**src/pfc_params.svh**
```systemverilog
// Timing constants and counter width for the protection fault controller.
// Assumes a 40 MHz system clock; included by the package, the tick generator and the controller.
`ifndef PFC_PARAMS_SVH
`define PFC_PARAMS_SVH

// ****************************************************************
// Timebase
// ****************************************************************
`define PFC_CLK_HZ          40000000
// Base tick period in microseconds; blanking and retry count ticks.
`define PFC_TICK_US         100
`define PFC_TICK_CYC        ((`PFC_CLK_HZ / 1000000) * `PFC_TICK_US)
// Blanking interval 20.7 ms, debounce interval 16.7 ms, in microseconds.
`define PFC_BLANK_US        20700
`define PFC_DEBOUNCE_US     16700
`define PFC_BLANK_TICKS     (`PFC_BLANK_US / `PFC_TICK_US)
`define PFC_DEBOUNCE_TICKS  ((`PFC_DEBOUNCE_US + `PFC_TICK_US - 1) / `PFC_TICK_US)
// Retry interval is fixed at thirty blanking intervals (621 ms nominal).
`define PFC_RETRY_RATIO     30
`define PFC_RETRY_TICKS     (`PFC_BLANK_TICKS * `PFC_RETRY_RATIO)
`define PFC_CNT_W           16

`endif

```
**src/pfc_pkg.sv**
```systemverilog
// Types shared by the protection fault controller modules.
// Assumes pfc_params.svh is on the include path.
`include "pfc_params.svh"

package pfc_pkg;

  // ****************************************************************
  // Overcurrent response variant
  // ****************************************************************
  typedef enum logic [1:0] {
    PFC_AUTORETRY  = 2'h0,
    PFC_LATCHOFF   = 2'h1,
    PFC_CONTINUOUS = 2'h2
  } pfc_variant_t;

  typedef enum logic [4:0] {
    PFC_ST_OFF     = 5'h01,
    PFC_ST_DEBNC   = 5'h02,
    PFC_ST_ON      = 5'h04,
    PFC_ST_RETRY   = 5'h08,
    PFC_ST_LATCHED = 5'h10
  } pfc_state_t;

endpackage : pfc_pkg

```
**src/pfc_tick_gen.sv**
```systemverilog
// Free-running timebase that pulses once per tick period.
// Assumes one clock and an asynchronous active-high reset.
`timescale 1ns/1ps
`default_nettype none
`include "pfc_params.svh"

module pfc_tick_gen #(
  parameter int TICK_CYC = `PFC_TICK_CYC
) (
  input  wire logic clk,
  input  wire logic rst,
  output logic      tick
);
  import pfc_pkg::*;

  logic [15:0] cnt_q;
  logic [15:0] cnt_d;

  always_comb begin
    if (cnt_q == 16'(TICK_CYC - 1)) begin
      cnt_d = 16'h0000;
    end else begin
      cnt_d = cnt_q + 16'h0001;
    end
  end

  always_ff @(posedge clk or posedge rst) begin
    if (rst) begin
      cnt_q <= 16'h0000;
    end else begin
      cnt_q <= cnt_d;
    end
  end

  assign tick = (cnt_q == 16'(TICK_CYC - 1));

endmodule : pfc_tick_gen

`default_nettype wire

```
**src/pfc_protection_fault_controller.sv**
```systemverilog
// Fault-handling state machine of a power-path protection switch.
// Assumes comparator inputs are clean and synchronous to clk; rst is
// the input-supply power-on reset.
`timescale 1ns/1ps
`default_nettype none
`include "pfc_params.svh"

// What this block does
// - Overvoltage or undervoltage indication switches the FETs off.
// - Low lockout adjust pin selects the internal preset trip point.
// - Blanking timer starts on overcurrent, clears if overcurrent ends.
// - Flag goes low after overcurrent lasts the full blanking interval.
// - Autoretry: FETs off for retry interval after blanking, then on.
// - Autoretry: persistent overcurrent repeats cycle with flag held low.
// - Latch-off: overcurrent beyond blanking latches the switch off.
// - Latch-off: over-temperature latches off until enable toggle or reset.
// - Continuous: keep conducting, flag after blanking, release on removal.
// - Over-temperature turns switch off and flags; resumes after cooling except in latch-off.
// - Autoretry: after thermal shutdown wait a full retry interval.
// - Over-temperature acts immediately with no blanking delay.
// - Continuous: over-temperature switches off; back on after debounce once it clears.
// - Flag on blanking expiry, reverse trip, heat, grounded set, overvoltage.
// - Open set pin means zero limit; grounded set pin is a fault.
// - Reverse-flow enable disables reverse-current protection.
// - FETs turn on only after input above undervoltage for debounce.
// - Switch off only when high-voltage enable is 1 and enable is 0.
// - Retry interval is thirty blanking intervals from one timebase.
// - Debounce interval is about 16.7 ms.
module pfc_protection_fault_controller #(
  parameter pfc_pkg::pfc_variant_t VARIANT  = pfc_pkg::PFC_AUTORETRY,
  parameter int                    TICK_CYC = `PFC_TICK_CYC,
  parameter int                    BLANK_T  = `PFC_BLANK_TICKS,
  parameter int                    RETRY_T  = `PFC_RETRY_TICKS,
  parameter int                    DEBNC_T  = `PFC_DEBOUNCE_TICKS
) (
  input  wire logic clk,
  input  wire logic rst,
  input  wire logic overvoltage_lockout,
  input  wire logic undervoltage_lockout,
  input  wire logic ov_int_trip,
  input  wire logic uv_int_trip,
  input  wire logic ov_ext_trip,
  input  wire logic uv_ext_trip,
  input  wire logic overvoltage_lockout_adj_high,
  input  wire logic undervoltage_lockout_adj_high,
  input  wire logic over_current,
  input  wire logic over_temp,
  input  wire logic reverse_current,
  input  wire logic limit_set_open,
  input  wire logic limit_set_pin_gnd,
  input  wire logic reverse_flow_enable,
  input  wire logic hv_enable_n,
  input  wire logic enable,
  output logic      fet_on,
  output logic      limit_zero,
  output logic      flag_out,
  output logic      flag_oe,
  output logic      flag_n
);
  import pfc_pkg::*;

  // ****************************************************************
  // Input qualification
  // ****************************************************************
  logic tick;
  logic ov_act;
  logic uv_act;
  logic rev_trip;
  logic sw_en;
  logic hard_off;

  pfc_tick_gen #(
    .TICK_CYC (TICK_CYC)
  ) u_tick (
    .clk  (clk),
    .rst  (rst),
    .tick (tick)
  );

  always_comb begin
    ov_act = overvoltage_lockout_adj_high ? ov_ext_trip : ov_int_trip;
    uv_act = undervoltage_lockout_adj_high ? uv_ext_trip : uv_int_trip;
    ov_act = ov_act | overvoltage_lockout;
    uv_act = uv_act | undervoltage_lockout;
    rev_trip = reverse_current & ~reverse_flow_enable;
    sw_en = ~(hv_enable_n & ~enable);
    hard_off = ov_act | uv_act | limit_set_pin_gnd | rev_trip | ~sw_en;
  end

  assign limit_zero = limit_set_open;

  // ****************************************************************
  // Fault state machine
  // ****************************************************************
  pfc_state_t             st_q;
  pfc_state_t             st_d;
  logic [`PFC_CNT_W-1:0]  blank_q;
  logic [`PFC_CNT_W-1:0]  blank_d;
  logic [`PFC_CNT_W-1:0]  tmr_q;
  logic [`PFC_CNT_W-1:0]  tmr_d;
  logic                   oc_flag_q;
  logic                   oc_flag_d;
  logic                   sw_en_q;
  logic                   blank_done;

  always_comb begin
    blank_d = blank_q;
    if (!over_current || st_q != PFC_ST_ON) begin
      blank_d = '0;
    end else if (tick && blank_q < `PFC_CNT_W'(BLANK_T)) begin
      blank_d = blank_q + `PFC_CNT_W'(1);
    end
  end
  assign blank_done = (blank_q == `PFC_CNT_W'(BLANK_T));

  always_comb begin
    st_d      = st_q;
    tmr_d     = tmr_q;
    oc_flag_d = oc_flag_q;
    case (st_q)
      PFC_ST_OFF: begin
        tmr_d = '0;
        if (!hard_off && !over_temp) begin
          st_d = PFC_ST_DEBNC;
        end
      end
      PFC_ST_DEBNC: begin
        if (hard_off || over_temp) begin
          st_d = PFC_ST_OFF;
        end else if (tmr_q > `PFC_CNT_W'(DEBNC_T)) begin
          st_d = PFC_ST_ON;
        end else if (tick) begin
          tmr_d = tmr_q + `PFC_CNT_W'(1);
        end
      end
      PFC_ST_ON: begin
        tmr_d = '0;
        if (!over_current && VARIANT != PFC_AUTORETRY) begin
          oc_flag_d = 1'b0;
        end
        if (hard_off) begin
          st_d      = PFC_ST_OFF;
          oc_flag_d = 1'b0;
        end else if (over_temp) begin
          if (VARIANT == PFC_LATCHOFF) begin
            st_d = PFC_ST_LATCHED;
          end else if (VARIANT == PFC_AUTORETRY) begin
            st_d = PFC_ST_RETRY;
          end else begin
            st_d = PFC_ST_OFF;
          end
        end else if (blank_done) begin
          oc_flag_d = 1'b1;
          if (VARIANT == PFC_AUTORETRY) begin
            st_d = PFC_ST_RETRY;
          end else if (VARIANT == PFC_LATCHOFF) begin
            st_d = PFC_ST_LATCHED;
          end
        end else if (!over_current && blank_q == '0) begin
          oc_flag_d = 1'b0;
        end
      end
      PFC_ST_RETRY: begin
        if (hard_off) begin
          st_d      = PFC_ST_OFF;
          oc_flag_d = 1'b0;
        end else if (over_temp) begin
          tmr_d = '0;
        end else if (tmr_q >= `PFC_CNT_W'(RETRY_T)) begin
          st_d  = PFC_ST_ON;
          tmr_d = '0;
        end else if (tick) begin
          tmr_d = tmr_q + `PFC_CNT_W'(1);
        end
      end
      PFC_ST_LATCHED: begin
        if (!sw_en && sw_en_q) begin
          st_d      = PFC_ST_OFF;
          oc_flag_d = 1'b0;
        end
      end
      default: begin
        st_d = PFC_ST_OFF;
      end
    endcase
  end

  always_ff @(posedge clk or posedge rst) begin
    if (rst) begin
      st_q      <= PFC_ST_OFF;
      blank_q   <= '0;
      tmr_q     <= '0;
      oc_flag_q <= 1'b0;
      sw_en_q   <= 1'b0;
    end else begin
      st_q      <= st_d;
      blank_q   <= blank_d;
      tmr_q     <= tmr_d;
      oc_flag_q <= oc_flag_d;
      sw_en_q   <= sw_en;
    end
  end

  // ****************************************************************
  // Outputs
  // ****************************************************************
  logic fet_d;
  logic flag_d;
  logic fet_q;
  logic flag_q;

  // FET and flag outputs are registered so the gate driver never sees decode glitches.
  always_comb begin
    fet_d = (st_q == PFC_ST_ON) && !hard_off && !over_temp;
    flag_d = oc_flag_q | rev_trip | over_temp | limit_set_pin_gnd
           | ov_act | (st_q == PFC_ST_LATCHED);
  end

  always_ff @(posedge clk or posedge rst) begin
    if (rst) begin
      fet_q  <= 1'b0;
      flag_q <= 1'b0;
    end else begin
      fet_q  <= fet_d;
      flag_q <= flag_d;
    end
  end

  assign fet_on   = fet_q;
  assign flag_n   = ~flag_q;
  assign flag_out = 1'b0;
  assign flag_oe  = flag_q;

endmodule : pfc_protection_fault_controller

`default_nettype wire

```
**config.mk**
```make
export PLATFORM = sky130hd
export DESIGN_NAME = pfc_protection_fault_controller
export DESIGN_NICKNAME = d
export VERILOG_FILES = /design/src/pfc_pkg.sv /design/src/pfc_tick_gen.sv /design/src/pfc_protection_fault_controller.sv
export VERILOG_INCLUDE_DIRS = /design/src
export SDC_FILE = /design/constraint.sdc
export NUM_CORES = 1
export LEC_CHECK = 0
export ABC_AREA = 1
export BUFFER_PORTS_ARGS = -buffer_cell sky130_fd_sc_hd__buf_2
export CAP_MARGIN = 40
export CORE_AREA = 2 2 79 81
export CTS_BUF_LIST = sky130_fd_sc_hd__clkbuf_4
export DETAILED_ROUTE_END_ITERATION = 10
export DIE_AREA = 0 0 81 83
export PLACE_DENSITY = 0.77
export SLEW_MARGIN = 20
export SYNTH_ARGS = -nofsm -noshare
export SYNTH_HDL_FRONTEND = slang
export SYNTH_SLANG_ARGS = --single-unit
```
**constraint.sdc**
```tcl
create_clock -name clk -period 2.9 [get_ports clk]
set_input_delay 0.29 -clock clk [delete_from_list [all_inputs] [get_ports clk]]
set_output_delay 0.29 -clock clk [all_outputs]
set_load 0.05 [all_outputs]
```
**Yosys cells after proc, flatten, opt, wreduce, memory -nomap -nowiden**

Index checks and enable logic that the tools add are counted.

- Divide/modulo/power cells: 0
- Equal/unequal tests: 20
- Bitwise logic cells: 17
- Multiply operators: 0
- Reductions and logical operators: 19
- Muxes and demuxes: 30
- Shifts and indexed selects: 0
- Add/sub/neg operators: 3
- $lt $le $gt $ge: 3

Operators by type and width:

| kind | count |
|---|---|
| 16-bit two-way mux | 9 |
| 5-bit two-way mux | 10 |
| 16-bit by 1-bit adder with 16-bit output (second input constant) | 3 |
| 16-bit one-hot mux with 3 select lines | 1 |
| 5-bit one-hot mux with 5 select lines | 1 |
| 16-bit by 12-bit == test with 1-bit output (second input constant) | 1 |
| 16-bit by 8-bit == test with 1-bit output (second input constant) | 1 |
| 16-bit by 13-bit >= comparator with 1-bit output (second input constant) | 1 |
| 16-bit by 8-bit greater-than comparator with 1-bit output (second input constant) | 1 |
| 16-bit zero test | 1 |
| 16-bit by 8-bit < comparator with 1-bit output (second input constant) | 1 |
| 2-bit inequality test (second input constant) | 6 |
| 3-bit inequality test (second input constant) | 4 |
| 1-bit OR | 11 |
| 1-bit two-way mux | 8 |
| 4-bit inequality test (second input constant) | 2 |
| 1-bit logical AND | 6 |
| 6-bit AND reduction | 1 |
| 3-bit nonzero test | 2 |
| 5-bit by 1-bit == test with 1-bit output (second input constant) | 1 |
| 5-bit by 2-bit == test with 1-bit output (second input constant) | 1 |
| 5-bit by 3-bit == test with 1-bit output (second input constant) | 1 |
| 5-bit by 4-bit == test with 1-bit output (second input constant) | 1 |
| 5-bit == test (second input constant) | 1 |
| 10 further kinds | 17 |

- Latch bits: 0
- Flip-flop bits (word level): 57
- Memories: 0
- RAM bits: 0
- Input bits: 18
- Output and inout bits: 5
- Bits in read-only memories: 0

**Depth between registers and ports, before layout**

Gate-level depths: netlist of the first run.

- Depth after elaboration: 10
- Gate-level depth with buffers: 14
- Gate-level depth less buffers: 14

**Hierarchy**

Synthesis of the first run repeated with hierarchy kept, for this count alone.

- Cells, all modules: 539
- Area, all modules: 3616.0 um^2

By module, submodules not included:

| module | cells an instance | area each (um^2) | sequential area each (um^2) | instances |
|---|---|---|---|---|
| pfc_protection_fault_controller | 407 | 2690.1 | 977.2 | 1 |
| pfc_tick_gen | 132 | 925.9 | 400.4 | 1 |

**Worst setup path after synthesis of the first run**

No wires, ideal clock.

- Path type: register to register
- Start: register u_tick.cnt_q[0]
- End: register blank_q[5]
- Library setup time: 0.122 ns
- Slack: 1.254 ns
- Stages on the path, launching flop included: 10
- Data arrival time: 1.524 ns
- Data required time: 2.778 ns
- Period minus slack after synthesis: 1.646 ns
- Cell sequence: dfrtp_1 > ha_1 > nand2_1 > nor2_2 > nand2_1 > nor3_4 > nand3_2 > nand2_1 > buf_4 > a21oi_1

- Longest elaborated chain between the ends: 3

Ends and longest elaborated chain:

| element | line | text |
|---|---|---|
| from (decl) | pfc_tick_gen.sv:16 | `logic [15:0] cnt_q;` |
| from (signal assigned) | pfc_tick_gen.sv:31 | `cnt_q <= cnt_d;` |
| 16-bit by 12-bit == test with 1-bit output | pfc_tick_gen.sv:35 | `assign tick = (cnt_q == 16'(TICK_CYC - 1));` |
| 1-bit logical AND | pfc_protection_fault_controller.sv:110 | `` end else if (tick && blank_q < `PFC_CNT_W'(BLANK_T)) begin `` |
| 2-bit nonzero test (no line) | -- |  |
| to (signal assigned) | pfc_protection_fault_controller.sv:197 | `blank_q <= blank_d;` |
| to (decl) | pfc_protection_fault_controller.sv:97 | `` logic [`PFC_CNT_W-1:0] blank_q; `` |

No other way between the ends.
A chain may end at the register's enable or synchronous reset.

**Final worst setup path of the first run**

Ends and elaborated chain as after synthesis.

==> results of run 1 <==
==> logic make-up (layout without fill, tap and decap cells) <==
| logic type | count (synthesis) | count (layout) | synth area share |
|---|---|---|---|
| compound gates | 35 | 35 | 0.0558 |
| xor+xnor | 9 | 9 | 0.0233 |
| fa+ha+maj | 5 | 5 | 0.0185 |
| buf+inv | 98 | 120 | 0.115 |
| flops | 55 | 55 | 0.407 |
| other cells | 1 | 1 | 0.00111 |
| simple gates | 286 | 286 | 0.379 |
==> where the power goes <==
part           internal, mW  switching, mW  total (mW)
clock                0.0985          0.259       0.358
sequential            0.780        0.00934       0.790
combinational        0.0684          0.186       0.255
==> cell usage in the layout, fill, tap and decap left out, types with 2 or more instances in the layout <==
master                      Yosys  layout
sky130_fd_sc_hd__clkbuf_4       0       5
sky130_fd_sc_hd__nand3b_1       2       2
sky130_fd_sc_hd__buf_4          5       3
sky130_fd_sc_hd__xnor2_1        2       2
sky130_fd_sc_hd__xor2_1         7       7
sky130_fd_sc_hd__ha_1           5       5
sky130_fd_sc_hd__o21ai_1        7       7
sky130_fd_sc_hd__nor2_4         2       2
sky130_fd_sc_hd__nand2_2        4       4
sky130_fd_sc_hd__nand3_1       44      44
sky130_fd_sc_hd__a21oi_1       12      12
sky130_fd_sc_hd__buf_2          3      19
sky130_fd_sc_hd__nor2_2         7       7
sky130_fd_sc_hd__dfrtp_1       54      54
sky130_fd_sc_hd__o2111ai_1      2       2
sky130_fd_sc_hd__inv_2          4       5
sky130_fd_sc_hd__o21ai_0       12      12
sky130_fd_sc_hd__and3_1         2       2
sky130_fd_sc_hd__nand2_1      134     134
sky130_fd_sc_hd__nand3_2        4       4
sky130_fd_sc_hd__nand4_1        9       9
sky130_fd_sc_hd__nor3_1        12      12
sky130_fd_sc_hd__inv_1         85      84
sky130_fd_sc_hd__nor2_1        60      60
==> worst max path at each step <==
stage	startpoint	end	slack [ns]	cells after the start
floorplan	u_tick.cnt_q[0]$_DFF_PP0_	blank_q[5]$_DFFE_PP0P_	1.25	9
global placement	u_tick.cnt_q[0]$_DFF_PP0_	blank_q[5]$_DFFE_PP0P_	0.97	9
detailed placement	u_tick.cnt_q[0]$_DFF_PP0_	blank_q[2]$_DFFE_PP0P_	0.84	9
CTS	u_tick.cnt_q[0]$_DFF_PP0_	blank_q[5]$_DFFE_PP0P_	0.81	9
global route	st_q[0]$_DFFE_PP1P_	tmr_q[4]$_DFFE_PP0P_	0.55	11
finish	u_tick.cnt_q[0]$_DFF_PP0_	blank_q[5]$_DFFE_PP0P_	0.82	9
==> sequential cells by signal (all words and copies together), names as in the netlist <==
signal        cells
oc_flag_q         1
st_q              4
tmr_q            16
u_tick.cnt_q     16
blank_q          16
fet_on            1
flag_oe           1
==> stage by stage <==
step	cell area, um^2	power, mW	worst slack [ns]	utilization
after floorplan	3380	1.00	1.25	-
after global placement	3540	1.05	0.972	0.608
after detailed placement	3540	1.06	0.838	0.608
after CTS	3610	1.41	0.811	0.620
after global routing	3610	1.48	0.551	0.620
final	3610	1.40	0.822	0.620
==> cell type report <==
cell class	instances	area, um^2	share of cell area
clock buffers	5	37.5	0.0104
multi-input cells	336	1620	0.448
well taps	75	93.8	0.0260
clock inverters	3	22.5	0.00624
flip-flops and latches	55	1380	0.382
inverters	89	334	0.0926
repair buffers	23	128	0.0354
==> routing by layer <==
metal,wire length (um),up-vias,GRT usage
met1,3090,1370,0.305
li1,-,1559,-
met4,88,0,0.0601
met2,3200,81,0.380
met3,305,10,0.0370
met5,0,-,0
==> repair_timing <==
| item | CTS | global route |
|---|---|---|
| hold buffers | 1 | 0 |
| setup buffers | 0 | 0 |
| hold endpoints to repair | 21 | 0 |
==> results.md, run 1 <==
* Run status: completed
* Number of unique standard cell types used by synthesis at 34
* Share of flip-flops with an asynchronous set or reset at 1.00
* Setup-failing EPs final at 0
* Drt initial violations at 211
* Ratio of routed vias to standard cells at 5.15
* Max IR drop VDD at 0.000267 V
* Leading post-synthesis cells by instance count: 134 x sky130_fd_sc_hd__nand2_1, 85 x sky130_fd_sc_hd__inv_1, 60 x sky130_fd_sc_hd__nor2_1
* Max-capacitance violation count at 0
* Core box area at 0.00582 mm^2
* Number of remaining DRC errors at 0
* Skew final at 0.0120 ns
* Iteration count of the initial detailed-routing pass at 5
* Number of inserted diodes at 0
* Largest net degree at the start of global routing at 32
* Final-layout setup total negative slack at 0 ns
* TritonCTS clock tree: done
* R2R setup slack at 0.82 ns
* Buf/Inv on CP at 0
* Syn avg cell area at 6.92 um^2
* Data required time at the worst endpoint at 3.23 ns
* Max Root-Sink Buffers at 2
* Slew at the pin closest to its max-slew limit at 0.656 ns
* RSZ-0062 raised after global routing: no
* Kind of path behind the tightest hold check: input pin to register
* DIE HEIGHT at 83 um
* Count of warnings emitted by yosys at 0
* LEAKAGE at 1.89 nW
* Post-Route Hold Slack at 0.117 ns
* Count of final max-slew check failures at 0
* Skew-Pair Late Insertion Delay at 0.39 ns
* Vias in the first global route at 2,887
* EDFF count, synth at 0
* Post-synthesis instance area at 0.00338 mm^2
* I/O pin total at 23
* Worst Hold Depth at 2
* Die ar. at 0.00672 mm^2
* H-tree levels at 2
* Fill cells at 553
* Depth of the worst register-to-register path at 9
* Top-count cell post-synth: sky130_fd_sc_hd__nand2_1
* Number of synthesized register bits at 55
* Total nets after synthesis at 512
* Reg2Reg Launch Point: u_tick.cnt_q[0]$_DFF_PP0_
* Starting utilization of the core area at 0.582
* Synthesized instance count at 489
* CP Max Fanout at 12
* Total gr overflow at 0
* Family with the most delay on the worst path: simple AND/OR/NAND/NOR gates
* Cell with the biggest individual delay on the critical path: sky130_fd_sc_hd__dfrtp_1
* Number of buffers created by CTS at 5
* Area overhead of the layout relative to synthesis at 6.66%
* Weighted congestion at the end of routability-driven global placement at 0.889
* Worst setup path category: register to register
* Routed len/inst at 11.4 um
* Share of cells above drive strength 1 at 0.112
* Startpoint of the worst hold path: limit_set_pin_gnd
* Hold worst-path end: flag_oe$_DFF_PP0_
* Pwr per Cell Area at 389 mW/mm^2
* Post_cts resized at 0
* Nature of the critical path startpoint: register
* Clock transition time at the flip-flop clock pins of the worst setup and hold paths at 0.16 ns
* Achievable Freq at 0.481 GHz
* Placed wire-length estimate after detailed placement at 5.09 mm
* First-pass GRT wire length at 12.4 mm
* Total global routing track utilization at 0.228
* Total length of routed wires at 6.68 mm
* Clock net sink count at 55
* Cell accounting for the most synthesized area: sky130_fd_sc_hd__dfrtp_1
* Net count, final at 533
* Top post-synthesis cells by area: sky130_fd_sc_hd__dfrtp_1 40%, sky130_fd_sc_hd__nand2_1 15%, sky130_fd_sc_hd__inv_1 9.4%
* Worst slew margin at 0.562
* Layout Cells excl Fill at 586
* Critical Path, Cell by Cell: ha_1, nand2_1, nor2_2, nand2_1, nor3_4, nand3_2, nand2_1, a21oi_1, a21oi_1
* Hold Fails Final Rpt at 0
* Fraction of synthesized cell area taken by the top area cell type at 0.399
* Data arrival time at the worst-slack endpoint at 2.41 ns
* Sequential area share after synthesis at 0.407
* Routed via count at 3,020
* Number of standard-cell rows in the floorplan at 28
* Endpoint type of the worst setup path: register
* Count of buffers inserted at the top-level ports at 19
* Period minus WS final at 2.08 ns
* Cell count after placement at 577
* Largest incremental delay on the critical path at 0.41 ns
* Prevailing post-synth register cell: sky130_fd_sc_hd__dfrtp_1
* Cell seen most often among critical-path stages: sky130_fd_sc_hd__nand2_1
* Antenna-violating nets left at 0
* Terminus of the critical flop-to-flop path: blank_q[5]$_DFFE_PP0P_
* Die Span X at 81 um
* Period utilization at 0.717
* Root Buffer: sky130_fd_sc_hd__clkbuf_4
* Number of antenna violations at the first check in global routing at 0
Note: power is estimated with default switching activity, not from simulation.
==> inputs of run 2 (changes only) <==
Clock period 2.9 ns to 2.09 ns, I/O delays scaled along.
==> run 2 against run 1 <==
  * Sequential share of layout area shrank 0.94 points
  * Wire length grew 2.5%
  * Cell area grew 2.5%
  * Critical path type unchanged
  * Clock skew grew 0.013 ns
  * Critical endpoint is now tmr_q[5]$_DFFE_PP0P_
  * Worst setup slack lost 0.65 ns
  * Clock power grew 39%
  * Non-clock buffer count grew 9
  * Register-to-register slack lost 0.65 ns
==> results.md, run 2 (synthesized netlist as in run 1, its figures left out) <==
* Run status: completed (unchanged)
* Number of standard-cell rows in the floorplan at 28 (unchanged)
* Fraction of the core area covered by cells at the end of the flow at 0.636 (was 0.620)
* I/O pin total at 23 (unchanged)
* Iteration count of the initial detailed-routing pass at 4 (was 5)
* Largest net degree at the start of global routing at 31 (was 32)
* Number of remaining DRC errors at 0 (unchanged)
* Max Root-Sink Buffers at 2 (unchanged)
* Endpoint type of the worst setup path: register (unchanged)
* Die ar. at 0.00672 mm^2 (unchanged)
* Met1 global-route usage at 0.278 (was 0.305)
* LEAKAGE at 1.94 nW (was 1.89 nW)
* Total global routing track utilization at 0.221 (was 0.228)
* Drt initial violations at 154 (was 211)
* Data required time at the worst endpoint at 2.38 ns (was 3.23 ns)
* Register cell area after layout at 0.00138 mm^2 (unchanged)
* H-tree levels at 2 (unchanged)
* Fill cells at 549 (was 553)
* Starting utilization of the core area at 0.582 (unchanged)
* Die Span X at 81 um (unchanged)
* Clock net sink count at 55 (unchanged)
* Period utilization at 0.917 (was 0.717)
* Share of cells above drive strength 1 at 0.129 (was 0.112)
* Weighted congestion at the end of routability-driven global placement at 0.882 (was 0.889)
* Core box area at 0.00582 mm^2 (unchanged)
* Commonest cells after routing, fill and taps aside: 133 x sky130_fd_sc_hd__nand2_1, 84 x sky130_fd_sc_hd__inv_1, 59 x sky130_fd_sc_hd__nor2_1 (was 134 x sky130_fd_sc_hd__nand2_1, 84 x sky130_fd_sc_hd__inv_1, 60 x sky130_fd_sc_hd__nor2_1)
* Total length of routed wires at 6.85 mm (was 6.68 mm)
* Number of antenna violations at the first check in global routing at 0 (unchanged)
* Clock transition time at the flip-flop clock pins of the worst setup and hold paths at 0.18 ns (was 0.16 ns)
* Nature of the critical path startpoint: register (unchanged)
* Skew final at 0.0254 ns (was 0.0120 ns)
* Skew-Pair Late Insertion Delay at 0.39 ns (about the same)
* Root Buffer: sky130_fd_sc_hd__clkbuf_4 (unchanged)
* Most common cell after layout, fill and taps aside: sky130_fd_sc_hd__nand2_1 (unchanged)
* Max-capacitance violation count at 0 (unchanged)
* Period minus WS final at 1.92 ns (was 2.08 ns)
* Number of inserted diodes at 0 (unchanged)
* TritonCTS clock tree: done (unchanged)
* Area overhead of the layout relative to synthesis at 9.36% (was 6.66%)
* Worst setup path category: register to register (unchanged)
* Routed via count at 3,014 (was 3,020)
* Setup-failing EPs final at 0 (unchanged)
* Max IR drop VDD at 0.000298 V (was 0.000267 V)
* Count of buffers inserted at the top-level ports at 19 (unchanged)
* Vias in the first global route at 2,890 (was 2,887)
* Kind of path behind the tightest hold check: input pin to register (unchanged)
* Total gr overflow at 0 (unchanged)
* Hold Fails Final Rpt at 0 (unchanged)
* Pwr per Cell Area at 536 mW/mm^2 (was 389 mW/mm^2)
* Count of final max-slew check failures at 0 (unchanged)
* Non-Filler Cell Area, Final at 0.00370 mm^2 (was 0.00361 mm^2)
* M2 GR Usage at 0.394 (was 0.380)
* Net count, final at 542 (was 533)
* First-pass GRT wire length at 12.1 mm (was 12.4 mm)
* Registers with the most flip-flops: blank_q: 16 flops, tmr_q: 16 flops, u_tick.cnt_q: 16 flops (unchanged)
* Antenna-violating nets left at 0 (unchanged)
* Post-Route Hold Slack at 0.0357 ns (was 0.117 ns)
* Achievable Freq at 0.522 GHz (was 0.481 GHz)
* Tot Pwr at 1.98 mW (was 1.40 mW)
* Layer carrying the most global-route usage: met2 (unchanged)
* Slew at the pin closest to its max-slew limit at 0.555 ns (was 0.656 ns)
* Depth of the worst register-to-register path at 11 (was 9)
* Post-Place Cell Area at 0.00360 mm^2 (was 0.00354 mm^2)
* Ratio of routed vias to standard cells at 5.07 (was 5.15)
* Met3 track demand over resource in global routing at 0.0293 (was 0.0370)
* Worst slew margin at 0.630 (was 0.562)
* DIE HEIGHT at 83 um (unchanged)
* Worst Hold Depth at 2 (unchanged)
* CP Max Fanout at 4 (was 12)
* Routed len/inst at 11.5 um (was 11.4 um)
* Number of buffers created by CTS at 5 (unchanged)
* Placed wire-length estimate after detailed placement at 5.06 mm (was 5.09 mm)
* Area of the multi-input gates at 0.00163 mm^2 (was 0.00162 mm^2)
* Data arrival time at the worst-slack endpoint at 2.21 ns (was 2.41 ns)
## run 2: changes by cell type in the layout (fill, tap and decap cells not counted), sizes merged
cell	previous run	this run
buf	22	31
## run 2: metrics by stage
step                instances  setup WS [ns]   TNS, ns
finish                    595          0.174         0
global route              595       -0.00467  -0.00467
CTS                       592          0.152         0
detailed placement        583          0.209         0
global placement          583          0.297         0
floorplan                 489          0.444         0
## run 2: final timing paths
path | start | endpoint | slack (ns)
max | u_tick.cnt_q[0]$_DFF_PP0_ | tmr_q[5]$_DFFE_PP0P_ | 0.17
min | limit_set_pin_gnd | flag_oe$_DFF_PP0_ | 0.04
max reg2reg | u_tick.cnt_q[0]$_DFF_PP0_ | tmr_q[5]$_DFFE_PP0P_ | 0.17
min reg2reg | u_tick.cnt_q[0]$_DFF_PP0_ | u_tick.cnt_q[0]$_DFF_PP0_ | 0.48
max in group asynchronous | rst | st_q[0]$_DFFE_PP1P_ | 1.06
min in group asynchronous | rst | u_tick.cnt_q[6]$_DFF_PP0_ | 0.38
## run 2: what timing repair did
item | CTS | global route
hold endpoints to repair | 25 | 0
gates resized for setup | 0 | 3
setup endpoints to repair | 0 | 6
setup buffers | 0 | 3
hold buffers | 1 | 0
## run 2: worst max-delay path, stage by stage, from the launching register on
cell and delay (ns):
sky130_fd_sc_hd__dfrtp_1 0.41, sky130_fd_sc_hd__ha_1 0.19, sky130_fd_sc_hd__nand2_1 0.10, sky130_fd_sc_hd__nor2_2 0.13
sky130_fd_sc_hd__nand2_1 0.10, sky130_fd_sc_hd__nor3_4 0.21, sky130_fd_sc_hd__buf_4 0.16, sky130_fd_sc_hd__nand4_1 0.11
sky130_fd_sc_hd__o21ai_0 0.22, sky130_fd_sc_hd__nand2_1 0.08, sky130_fd_sc_hd__nand2_1 0.06, sky130_fd_sc_hd__inv_1 0.03
## run 2: where the power goes
| part | internal (mW) | switching [mW] |
|---|---|---|
| combinational | 0.123 | 0.270 |
| sequential | 1.08 | 0.0128 |
| clock | 0.139 | 0.357 |
| total | 1.34 | 0.640 |
## run 2: final cells by class
class	count	share of cell area
Tap cell	75	0.0254
Sequential cell	55	0.372
Clock buffer	5	0.0101
Timing Repair Buffer	32	0.0561
Clock inverter	3	0.00643
Multi-Input combinational cell	336	0.439
Inverter	89	0.0903
## run 2: layer usage
metal,vias to the layer above,part of all wire
met5,-,0
met2,52,0.49
met1,1383,0.47
li1,1571,-
met3,8,0.029
met4,0,0.014
